===== src/dmcfg_pkg.sv =====
// constants shared by the dram mode and chip-select config block
package dmcfg_pkg;

	// register byte addresses and widths
	localparam logic [7:0]  ADR_MODE      = 8'h7c;
	localparam logic [7:0]  ADR_REMAP     = 8'h80;
	localparam int          WB_ADR_W      = 8;

	// dram_mode_control field positions
	localparam int          RATE_LSB      = 8;
	localparam int          CMD_DIS_B_BIT = 7;
	localparam int          CMD_DIS_A_BIT = 6;
	localparam int          ODT_DIS_BIT   = 5;
	localparam int          CKE_MODE_BIT  = 4;
	localparam int          FREQ_LSB      = 2;
	localparam int          TYPE_LSB      = 0;

	// reset values
	localparam logic [2:0]  RATE_RST      = 3'h0;
	localparam logic [3:0]  HI_NIB_RST    = 4'h0;
	localparam logic [1:0]  FREQ_RST      = 2'h2;
	localparam logic [1:0]  TYPE_RST      = 2'h0;
	localparam logic [15:0] REMAP_RST     = 16'h8421;

	// refresh rate codes
	localparam logic [2:0]  RATE_OFF      = 3'h0;
	localparam logic [2:0]  RATE_15P6     = 3'h1;
	localparam logic [2:0]  RATE_7P8      = 3'h2;
	localparam logic [2:0]  RATE_64       = 3'h3;
	localparam logic [2:0]  RATE_3P9      = 3'h4;
	localparam logic [2:0]  RATE_FAST     = 3'h7;

	// memory type codes
	localparam logic [1:0]  MT_DDR266     = 2'h0;
	localparam logic [1:0]  MT_DDR333     = 2'h1;
	localparam logic [1:0]  MT_DDR2_400   = 2'h2;

	// refresh timing at the 100 ns clock
	localparam int          CLK_PERIOD_NS = 100;
	localparam int          REF_15P6_NS   = 15600;
	localparam int          REF_7P8_NS    = 7800;
	localparam int          REF_64_NS     = 64000;
	localparam int          REF_3P9_NS    = 3900;
	localparam int          REF_FAST_CLKS = 64;
	localparam int          REF_CNT_W     = 10;
	localparam logic [REF_CNT_W-1:0] REF_15P6_CYC =
		REF_CNT_W'(REF_15P6_NS / CLK_PERIOD_NS);
	localparam logic [REF_CNT_W-1:0] REF_7P8_CYC =
		REF_CNT_W'(REF_7P8_NS / CLK_PERIOD_NS);
	localparam logic [REF_CNT_W-1:0] REF_64_CYC =
		REF_CNT_W'(REF_64_NS / CLK_PERIOD_NS);
	localparam logic [REF_CNT_W-1:0] REF_3P9_CYC =
		REF_CNT_W'(REF_3P9_NS / CLK_PERIOD_NS);
	localparam logic [REF_CNT_W-1:0] REF_FAST_CYC =
		REF_CNT_W'(REF_FAST_CLKS);

endpackage


===== src/dmcfg_if.sv =====
// links the config top to its refresh timer and chip-select mapper
`timescale 1ns/1ps
interface dmcfg_if;
	logic [2:0]  rate;
	logic        tick;
	logic [15:0] remap;
	logic [7:0]  log_cs_n;
	logic [7:0]  phy_cs_n;

	modport refr (input rate, output tick);
	modport map  (input remap, input log_cs_n, output phy_cs_n);
	modport ctl  (output rate, output remap, output log_cs_n,
		input tick, input phy_cs_n);
endinterface


===== src/dmcfg_refresh.sv =====
// refresh interval timer driven by the refresh rate select code
`timescale 1ns/1ps
module dmcfg_refresh (
	// clock and reset
	input  wire logic clk_i,
	input  wire logic rst_i,
	// link to the top
	dmcfg_if.refr     r
);
	import dmcfg_pkg::*;

	typedef struct packed {
		logic [2:0]           rate;
		logic [REF_CNT_W-1:0] cnt;
	} dmcfg_refst_t;

	dmcfg_refst_t          s_r;
	dmcfg_refst_t          s_nxt;
	logic [REF_CNT_W-1:0]  lim;

	always_comb begin
		unique case (r.rate)
			RATE_15P6: lim = REF_15P6_CYC;
			RATE_7P8:  lim = REF_7P8_CYC;
			RATE_64:   lim = REF_64_CYC;
			RATE_3P9:  lim = REF_3P9_CYC;
			RATE_FAST: lim = REF_FAST_CYC;
			default:   lim = '0;
		endcase
	end

	always_comb begin
		s_nxt      = s_r;
		s_nxt.rate = r.rate;
		if (lim == '0 || r.rate != s_r.rate || s_r.cnt == lim - 1'b1)
			s_nxt.cnt = '0;
		else
			s_nxt.cnt = s_r.cnt + 1'b1;
		if (rst_i) begin
			s_nxt.rate = RATE_OFF;
			s_nxt.cnt  = '0;
		end
	end

	always_ff @(posedge clk_i) begin
		s_r <= s_nxt;
	end

	assign r.tick = (lim != '0) && (r.rate == s_r.rate)
		&& (s_r.cnt == lim - 1'b1);

	ref_bound_a: assert property (@(posedge clk_i) disable iff (rst_i)
		(lim != '0) && (r.rate == s_r.rate) |-> (s_r.cnt < lim))
		else $error("refresh count beyond interval");

	fast_period_a: assert property (@(posedge clk_i) disable iff (rst_i)
		(r.tick && r.rate == RATE_FAST) |-> (s_r.cnt == 10'h03f))
		else $error("fast refresh tick not at 64 clocks");

endmodule // dmcfg_refresh


===== src/dmcfg_csmap.sv =====
// logical to physical chip-select pair remapping
`timescale 1ns/1ps
module dmcfg_csmap (
	// clock and reset, checks only
	input  wire logic clk_i,
	input  wire logic rst_i,
	// link to the top
	dmcfg_if.map      m
);
	import dmcfg_pkg::*;

	for (genvar p = 0; p < 4; p++) begin : g_pair
		logic [3:0] code;
		assign code = m.remap[4*p+3:4*p];
		always_comb begin
			unique case (code)
				4'h1:    m.phy_cs_n[2*p+1:2*p] = m.log_cs_n[1:0];
				4'h2:    m.phy_cs_n[2*p+1:2*p] = m.log_cs_n[3:2];
				4'h4:    m.phy_cs_n[2*p+1:2*p] = m.log_cs_n[5:4];
				4'h8:    m.phy_cs_n[2*p+1:2*p] = m.log_cs_n[7:6];
				default: m.phy_cs_n[2*p+1:2*p] = 2'h3;
			endcase
		end
	end

	pair1_map_a: assert property (@(posedge clk_i) disable iff (rst_i)
		(m.remap[7:4] == 4'h2) |-> (m.phy_cs_n[3:2] == m.log_cs_n[3:2]))
		else $error("pair 3:2 not fed from logical 3:2");

	bad_code_a: assert property (@(posedge clk_i) disable iff (rst_i)
		!$onehot(m.remap[3:0]) |-> (m.phy_cs_n[1:0] == 2'h3))
		else $error("unsupported code drives pair 1:0");

endmodule // dmcfg_csmap


===== src/dmcfg_top.sv =====
// dram mode and chip-select config registers with wishbone slave
//
// Implementation choice: the Wishbone slave port.
`timescale 1ns/1ps

module dmcfg_top (
	// clock and resets
	input  wire logic                     clk_i,
	input  wire logic                     rst_i,
	input  wire logic                     por_i,
	// wishbone slave
	input  wire logic                     wb_cyc_i,
	input  wire logic                     wb_stb_i,
	input  wire logic                     wb_we_i,
	input  wire logic [dmcfg_pkg::WB_ADR_W-1:0] wb_adr_i,
	input  wire logic [3:0]               wb_sel_i,
	input  wire logic [31:0]              wb_dat_i,
	output logic      [31:0]              wb_dat_o,
	output logic                          wb_ack_o,
	// controller side inputs
	input  wire logic [7:0]               log_cs_n_i,
	input  wire logic [7:0]               odt_req_i,
	input  wire logic [7:0]               row_cke_i,
	input  wire logic [7:0]               slot_cke_i,
	// memory side outputs
	output logic                          refresh_req_o,
	output logic                          cmd_en_a_o,
	output logic                          cmd_en_b_o,
	output logic [7:0]                    cke_o,
	output logic [7:0]                    term_cs_o,
	output logic [7:0]                    phy_cs_n_o,
	output logic                          diff_strobe_o,
	output logic [1:0]                    host_bus_freq_select_o,
	output logic [1:0]                    memory_type_select_o
);
	import dmcfg_pkg::*;

	typedef struct packed {
		logic        ack;
		logic [31:0] dat;
		logic [2:0]  rate;
		logic [3:0]  hi_nib;
		logic [1:0]  freq;
		logic [1:0]  mtype;
		logic        locked;
		logic [15:0] remap;
		logic        ref_pulse;
		logic        cmd_en_a;
		logic        cmd_en_b;
		logic [7:0]  cke;
		logic [7:0]  term;
		logic [7:0]  cs_n;
		logic        dqs_diff;
	} dmcfg_state_t;

	dmcfg_state_t s_r;
	dmcfg_state_t s_nxt;
	dmcfg_if      lnk ();
	logic         req;
	logic         hit_mode;
	logic         hit_remap;
	logic         wr_go;
	logic [31:0]  mode_word;
	logic         ddr2;
	logic         odt_off;
	logic         any_rst;

	// either reset clears the timer and quiets the checks
	assign any_rst = rst_i || por_i;

	dmcfg_refresh u_refresh (
		.clk_i (clk_i),
		.rst_i (any_rst),
		.r     (lnk.refr)
	);

	dmcfg_csmap u_csmap (
		.clk_i (clk_i),
		.rst_i (any_rst),
		.m     (lnk.map)
	);

	assign lnk.rate     = s_r.rate;
	assign lnk.remap    = s_r.remap;
	assign lnk.log_cs_n = log_cs_n_i;

	assign req       = wb_cyc_i && wb_stb_i;
	assign hit_mode  = (wb_adr_i == ADR_MODE);
	assign hit_remap = (wb_adr_i == ADR_REMAP);
	// write lands at the edge where ack is high
	assign wr_go     = req && wb_we_i && s_r.ack && !rst_i;

	assign mode_word = {21'h00_0000, s_r.rate, s_r.hi_nib,
		s_r.freq, s_r.mtype};

	assign ddr2    = (s_r.mtype == MT_DDR2_400);
	assign odt_off = s_r.hi_nib[ODT_DIS_BIT-4] && ddr2;

	always_comb begin
		s_nxt = s_r;

		// bus answer one cycle after the request
		s_nxt.ack = req && !s_r.ack;
		if (req && !s_r.ack) begin
			if (hit_mode)
				s_nxt.dat = mode_word;
			else if (hit_remap)
				s_nxt.dat = {16'h0000, s_r.remap};
			else
				s_nxt.dat = 32'h0000_0000;
		end

		if (wr_go && hit_mode) begin
			if (wb_sel_i[1])
				s_nxt.rate = wb_dat_i[RATE_LSB+2:RATE_LSB];
			if (wb_sel_i[0]) begin
				s_nxt.hi_nib = wb_dat_i[7:4];
				if (!s_r.locked) begin
					s_nxt.freq   = wb_dat_i[FREQ_LSB+1:FREQ_LSB];
					s_nxt.mtype  = wb_dat_i[TYPE_LSB+1:TYPE_LSB];
					s_nxt.locked = 1'b1;
				end
			end
		end

		// mapping fields written per byte lane
		if (wr_go && hit_remap) begin
			if (wb_sel_i[0])
				s_nxt.remap[7:0] = wb_dat_i[7:0];
			if (wb_sel_i[1])
				s_nxt.remap[15:8] = wb_dat_i[15:8];
		end

		// refresh request from the interval timer
		s_nxt.ref_pulse = lnk.tick;

		s_nxt.cmd_en_a = !s_r.hi_nib[CMD_DIS_A_BIT-4];
		s_nxt.cmd_en_b = !s_r.hi_nib[CMD_DIS_B_BIT-4];

		if (!s_r.hi_nib[CKE_MODE_BIT-4]) begin
			s_nxt.cke = row_cke_i;
		end else begin
			// per slot, gated by the owning channel
			for (int i = 0; i < 8; i++) begin
				if (i % 2 == 0)
					s_nxt.cke[i] = slot_cke_i[i] && s_nxt.cmd_en_a;
				else
					s_nxt.cke[i] = slot_cke_i[i] && s_nxt.cmd_en_b;
			end
		end

		// pins low until the type is set
		if (!s_r.locked)
			s_nxt.term = 8'h00;
		else if (ddr2)
			s_nxt.term = odt_off ? 8'h00 : odt_req_i;
		else
			s_nxt.term = ~lnk.phy_cs_n;

		s_nxt.cs_n = lnk.phy_cs_n;

		// warm reset keeps the sticky fields
		if (rst_i) begin
			s_nxt.ack       = 1'b0;
			s_nxt.dat       = 32'h0000_0000;
			s_nxt.rate      = RATE_RST;
			s_nxt.ref_pulse = 1'b0;
			s_nxt.cke       = 8'h00;
			s_nxt.term      = 8'h00;
			s_nxt.cs_n      = 8'hff;
		end

		if (por_i) begin
			s_nxt.ack       = 1'b0;
			s_nxt.dat       = 32'h0000_0000;
			s_nxt.rate      = RATE_RST;
			s_nxt.hi_nib    = HI_NIB_RST;
			s_nxt.freq      = FREQ_RST;
			s_nxt.mtype     = TYPE_RST;
			s_nxt.locked    = 1'b0;
			s_nxt.remap     = REMAP_RST;
			s_nxt.ref_pulse = 1'b0;
			s_nxt.cmd_en_a  = 1'b1;
			s_nxt.cmd_en_b  = 1'b1;
			s_nxt.cke       = 8'h00;
			s_nxt.term      = 8'h00;
			s_nxt.cs_n      = 8'hff;
		end

		s_nxt.dqs_diff = (s_nxt.mtype == MT_DDR2_400);
	end

	always_ff @(posedge clk_i) begin
		s_r <= s_nxt;
	end

	assign wb_ack_o               = s_r.ack;
	assign wb_dat_o               = s_r.dat;
	assign refresh_req_o          = s_r.ref_pulse;
	assign cmd_en_a_o             = s_r.cmd_en_a;
	assign cmd_en_b_o             = s_r.cmd_en_b;
	assign cke_o                  = s_r.cke;
	assign term_cs_o              = s_r.term;
	assign phy_cs_n_o             = s_r.cs_n;
	assign diff_strobe_o          = s_r.dqs_diff;
	assign host_bus_freq_select_o = s_r.freq;
	assign memory_type_select_o   = s_r.mtype;

	ack_timing_a: assert property (@(posedge clk_i)
		disable iff (rst_i || por_i)
		(req && !wb_ack_o) |=> wb_ack_o ##1 !wb_ack_o)
		else $error("bus answer not a single cycle after request");

	nibble_lock_a: assert property (@(posedge clk_i)
		disable iff (rst_i || por_i)
		(s_r.locked && wr_go && hit_mode)
		|=> $stable(host_bus_freq_select_o)
		&& $stable(memory_type_select_o))
		else $error("locked nibble changed by a write");

	first_lock_a: assert property (@(posedge clk_i)
		disable iff (rst_i || por_i)
		(!s_r.locked && wr_go && hit_mode && wb_sel_i[0])
		|=> host_bus_freq_select_o == $past(wb_dat_i[3:2]))
		else $error("first write did not set frequency");

	pins_low_a: assert property (@(posedge clk_i)
		disable iff (rst_i || por_i)
		!s_r.locked |=> (term_cs_o == 8'h00))
		else $error("shared pins driven before type set");

	cmd_b_a: assert property (@(posedge clk_i)
		disable iff (por_i)
		s_r.hi_nib[3] |=> !cmd_en_b_o)
		else $error("second command bus not stopped");

	cmd_a_a: assert property (@(posedge clk_i)
		disable iff (por_i)
		!s_r.hi_nib[2] |=> cmd_en_a_o)
		else $error("first command bus stopped while enabled");

	odt_off_a: assert property (@(posedge clk_i)
		disable iff (rst_i || por_i)
		(s_r.locked && ddr2 && s_r.hi_nib[1]) |=> (term_cs_o == 8'h00))
		else $error("termination driven while disabled");

	cke_shared_a: assert property (@(posedge clk_i)
		disable iff (rst_i || por_i)
		!s_r.hi_nib[0] |=> (cke_o == $past(row_cke_i)))
		else $error("shared enables do not follow rows");

	cke_slot_a: assert property (@(posedge clk_i)
		disable iff (rst_i || por_i)
		(s_r.hi_nib[0] && s_r.hi_nib[2]) |=> (cke_o[0] == 1'b0))
		else $error("slot 0 enabled with first channel off");

	remap_keep_a: assert property (@(posedge clk_i)
		disable iff (por_i)
		rst_i |=> $stable(s_r.remap))
		else $error("mapping lost on warm reset");

	ref_off_a: assert property (@(posedge clk_i)
		disable iff (rst_i || por_i)
		(s_r.rate == RATE_OFF) |=> !refresh_req_o)
		else $error("refresh issued while disabled");

	ack_drop_a: assert property (@(posedge clk_i)
		disable iff (rst_i || por_i)
		wb_ack_o |=> !wb_ack_o)
		else $error("bus answer held beyond one cycle");

	unmapped_read_a: assert property (@(posedge clk_i)
		disable iff (rst_i || por_i)
		(req && !wb_ack_o && !hit_mode && !hit_remap)
		|=> (wb_dat_o == 32'h0000_0000))
		else $error("unmapped read returned data");

	rate_write_a: assert property (@(posedge clk_i)
		disable iff (rst_i || por_i)
		(wr_go && hit_mode && wb_sel_i[1])
		|=> (s_r.rate == $past(wb_dat_i[RATE_LSB+2:RATE_LSB])))
		else $error("rate field not taken from write");

	remap_write_a: assert property (@(posedge clk_i)
		disable iff (rst_i || por_i)
		(wr_go && hit_remap && wb_sel_i[1])
		|=> (s_r.remap[15:8] == $past(wb_dat_i[15:8])))
		else $error("upper mapping fields not written");

	rate_warm_a: assert property (@(posedge clk_i)
		disable iff (por_i)
		rst_i |=> (s_r.rate == RATE_RST))
		else $error("rate field kept through warm reset");

	type_keep_a: assert property (@(posedge clk_i)
		disable iff (por_i)
		rst_i |=> ($stable(memory_type_select_o)
		&& $stable(host_bus_freq_select_o)))
		else $error("type or frequency lost on warm reset");

	nib_keep_a: assert property (@(posedge clk_i)
		disable iff (por_i)
		rst_i |=> $stable(s_r.hi_nib))
		else $error("sticky control bits lost on warm reset");

	lock_keep_a: assert property (@(posedge clk_i)
		disable iff (por_i)
		s_r.locked |=> s_r.locked)
		else $error("lock released without power-on");

	cmd_b_on_a: assert property (@(posedge clk_i)
		disable iff (por_i)
		!s_r.hi_nib[3] |=> cmd_en_b_o)
		else $error("second command bus stopped while enabled");

	slot_b_off_a: assert property (@(posedge clk_i)
		disable iff (rst_i || por_i)
		(s_r.hi_nib[0] && s_r.hi_nib[3]) |=> (cke_o[1] == 1'b0))
		else $error("slot 1 enabled with second channel off");

	term_ddr_a: assert property (@(posedge clk_i)
		disable iff (rst_i || por_i)
		(s_r.locked && !ddr2) |=> (term_cs_o == ~$past(lnk.phy_cs_n)))
		else $error("shared pins not chip selects in DDR");

	ref_single_a: assert property (@(posedge clk_i)
		disable iff (rst_i || por_i)
		refresh_req_o |=> !refresh_req_o)
		else $error("refresh request longer than one cycle");

endmodule // dmcfg_top


===== config.mk =====
export PLATFORM = sky130hd
export DESIGN_NAME = dmcfg_top
export DESIGN_NICKNAME = d
export VERILOG_FILES = /design/src/dmcfg_pkg.sv /design/src/dmcfg_if.sv /design/src/dmcfg_refresh.sv /design/src/dmcfg_csmap.sv /design/src/dmcfg_top.sv
export SDC_FILE = /design/constraint.sdc
export NUM_CORES = 1
export LEC_CHECK = 0
export BUFFER_PORTS_ARGS = -buffer_cell sky130_fd_sc_hd__buf_2
export CORE_MARGIN = 4
export CORE_UTILIZATION = 55
export CTS_CLUSTER_SIZE = 8
export DETAILED_ROUTE_END_ITERATION = 8
export PLACE_DENSITY = 0.85
export SLEW_MARGIN = 20
export SYNTH_ARGS = -nofsm -noshare
export SYNTH_HDL_FRONTEND = slang
export SYNTH_HIERARCHICAL = 1
export SYNTH_SLANG_ARGS = --single-unit
export TNS_END_PERCENT = 20

===== constraint.sdc =====
create_clock -name clk_i -period 8.02 [get_ports clk_i]
set_input_delay 0.802 -clock clk_i [delete_from_list [all_inputs] [get_ports clk_i]]
set_output_delay 0.802 -clock clk_i [all_outputs]
set_load 0.03 [all_outputs]

==> results.md <==
* Setup repair after global routing missed its margin: no
* Critical path, cell by cell: nor3b_1, inv_1, ha_1, nor2b_1, a2111oi_4, o31ai_1, a2111oi_4, and4bb_1, and2_1
* Vias per inst at between 5 and 6
* GP Congestion at around 0.86
* TritonCTS clock tree: yes
* Biggest cell delay along the critical path at 770 ps
* Static leakage at approximately 0.0021 uW
* Max stage delay cell, worst path: dfxtp_1
* Floorplan die area at 0.009969 sq mm
* Deepest level of the CTS H-tree at 3
* WP data required at 8330 ps
* Portion of synthesized cell area occupied by the leading cell type at between 30% and 40%
* Yosys warns at 6
* Max-slew violation count at 0
* Largest cells by area after synthesis: dfxtp_1 37%, buf_4 9.9%, mux2i_1 6.3%
* CTS max path bufs at 2
* Port Buffer Count at between 100 and 150
* Number of design rule violations left after detail routing at 0
* Normalized max-slew margin at a little under half
* Sinks on Clock Net at 86
* Critical Path Source Type: register
* Cell count after synthesis at 510
* Reg clk slew, reported paths at 90 ps
* Final setup viols at 0
* Final min period at approximately 3500 ps
* Summed instance area of the synthesized netlist at between 0.004 and 0.005 sq mm
* Number of buffers created by CTS at 9
* Combinational share of power at 8.5%
* Syn-to-layout area delta at 8.522%
* Maximum ir drop on the vdd rail at between 0.1 and 0.15 mV
* Commonest cells post-synth: 86 x dfxtp_1, 61 x buf_4, 47 x nor2_1, 42 x nand2b_1, 29 x mux2i_1
* Total congestion overflow at 0
* Pwr per Cell Area at approximately 160 mW/mm^2
* Total Nets Final at 651
* Chip Width at 99.85 um
* Vias at 3780
* Number of placement rows at 33
* Number of library cell types mapped by synthesis at between 50 and 60
* Sw frac at between 20% and 30%
* Maximum number of pins on one net before global-route repair at 56
* Endpoint arrival time on the critical path at between 3000 and 4000 ps
* Number of optimization iterations in the first detailed-route pass at 5
* Category of the worst setup path capture point: register
* Highest clock rate at ~0.28 GHz
* Initial Util at 56.46%
* Core box area at around 0.0082 sq mm
* Total negative slack at 0 ps
* Post-CTS setup-driven buffer insertion count at 0
* Internal at 573.6 uW
* Root buf cell: clkbuf_8
* Most frequent cell after synthesis: dfxtp_1
* # IOs at 147
* Min-delay worst type: register to register
* Initial antenna violation count at 0
* Sequential Power Share at 54.3%
* Average footprint of a synthesized cell at between 9 and 10 sq um
* Residual antenna-violating net count after detailed routing at 0
* Part of the cycle the worst path needs at about 44%
* Clock insertion delay at the later pin of the skew report at approximately 370 ps
* Wire per inst at between 15 and 20 um
* Vias in the first global route at 3483
* Clock skew after layout at ~13 ps
* Fraction of synthesis flops using an asynchronous set or reset pin at 0%
* Buffer and inverter count on the worst path at 1
* Post-synth EDFFs at 0
* Global-route wire length before repair at between 15000 and 20000 um
* Die H at between 90 and 100 um
* Global-route usage over all layers at roughly a fifth
* Worst Path Max Fanout at 17
* Switching power total at roughly 220 uW
* Slew at the pin with the worst max-slew slack at 788.9 ps
* Number of DRC markers after the initial detailed-route iteration at roughly 180
* Cell type contributing the most total cell area after synthesis: dfxtp_1
* Final antenna diode count at 0
* Final hold violations at 0
* Post_cts resized at 0
* Max cap viols at 0
* Number of synthesized register bits at 86
* Final wirelength at around 11000 um
* Main flop type after synthesis: dfxtp_1
* Cell occurring most often along the worst timing path: a2111oi_4
* Overall power consumption at roughly 790 uW
* Hold-fix buffer count after cts at 0
* Result of the run: finished, final reports clean
* Sequential-to-total area share from yosys stat at ~37%
* Portion of total power attributed to the clock network at a little under two fifths
* Total half-perimeter wirelength after legalization and detailed placement at slightly above 8000 um
* Largest delay contributor family on the critical path: compound AO/OA/AOI/OAI gates
* Worst setup path category: register to register
* Share of cells above drive strength 1 at about a quarter
## flip-flops by register name (all words and copies together) (netlist names), 2 cells and up
register                cells
wb_dat_o                   16
host_bus_freq_select_o      2
cke_o                       8
memory_type_select_o        2
mode_word                   4
lnk.rate                    3
u_refresh/s_r              13
lnk.remap                  16
term_cs_o                   8
phy_cs_n_o                  8
## worst paths after layout
kind | startpoint | to | slack (ps) | depth (start not counted)
setup / recovery | lnk.rate[2] | refresh_req_o | 4480 | 9
hold reg to reg | mode_word[6] | cmd_en_a_o | 480 | 1
setup reg to reg | lnk.rate[2] | refresh_req_o | 4480 | 9
hold / removal | mode_word[6] | cmd_en_a_o | 480 | 1
## cell type report
class	instances	area [sq um]
clock inverter	7	67.56
fill	695	3182
inverter	7	26.28
tap	105	131.4
multi-input combinational	348	2381
sequential	86	1722
timing repair buffer	115	583.1
clock buffer	9	123.9
## cells in the final DEF, fill, tap and decap left out, types with 10 or more instances in the layout
master,count
mux2i_1,29
nand2_1,27
buf_2,112
conb_1,16
nor2b_1,15
o22ai_1,10
nor2_1,47
a21oi_1,19
dfxtp_1,86
nand2b_1,42
nor3b_1,11
## power by group through the flow
stage               clock (uW)  sequential, uW  combinational [uW]
CTS                        299             431                67.0
detailed placement           0             441                66.9
global route               319             431                72.8
global placement             0             441                65.6
floorplan                    0             441                49.5
finish                     295             431                67.3
## per-stage QoR
step,util [%],setup WS (ps),cell area (sq um),hold WS [ps],instances
floorplan,-,5303,4696,403.9,525
global placement,58.95,4674,4843,434.5,661
detailed placement,58.95,4539,4843,449.5,661
CTS,61.28,4518,5035,478.2,677
global route,61.28,4280,5035,508.2,677
finish,61.28,4481,5035,477.3,677
## cells by family after synthesis
family / count (synthesis) / synth area share [%]
muxes: 30 / 6.499
DFF: 86 / 37.11
AOI/OAI and AO/OA: 75 / 13.08
and+or+nand+nor: 209 / 26.73
other: 1 / 0.08083
xor gates and xnor gates: 16 / 3.182
adders and majority gates: 2 / 0.5393
buffers and inverters: 91 / 12.78
## layer usage
layer	wire, um	track usage (%)	vias up
met5	0	0	-
met4	218	7.773	0
met3	811	5.281	21
met2	5405	35.25	151
met1	4402	26.31	1788
li1	-	-	1820
No activity file was read; power rests on OpenSTA's default activity.
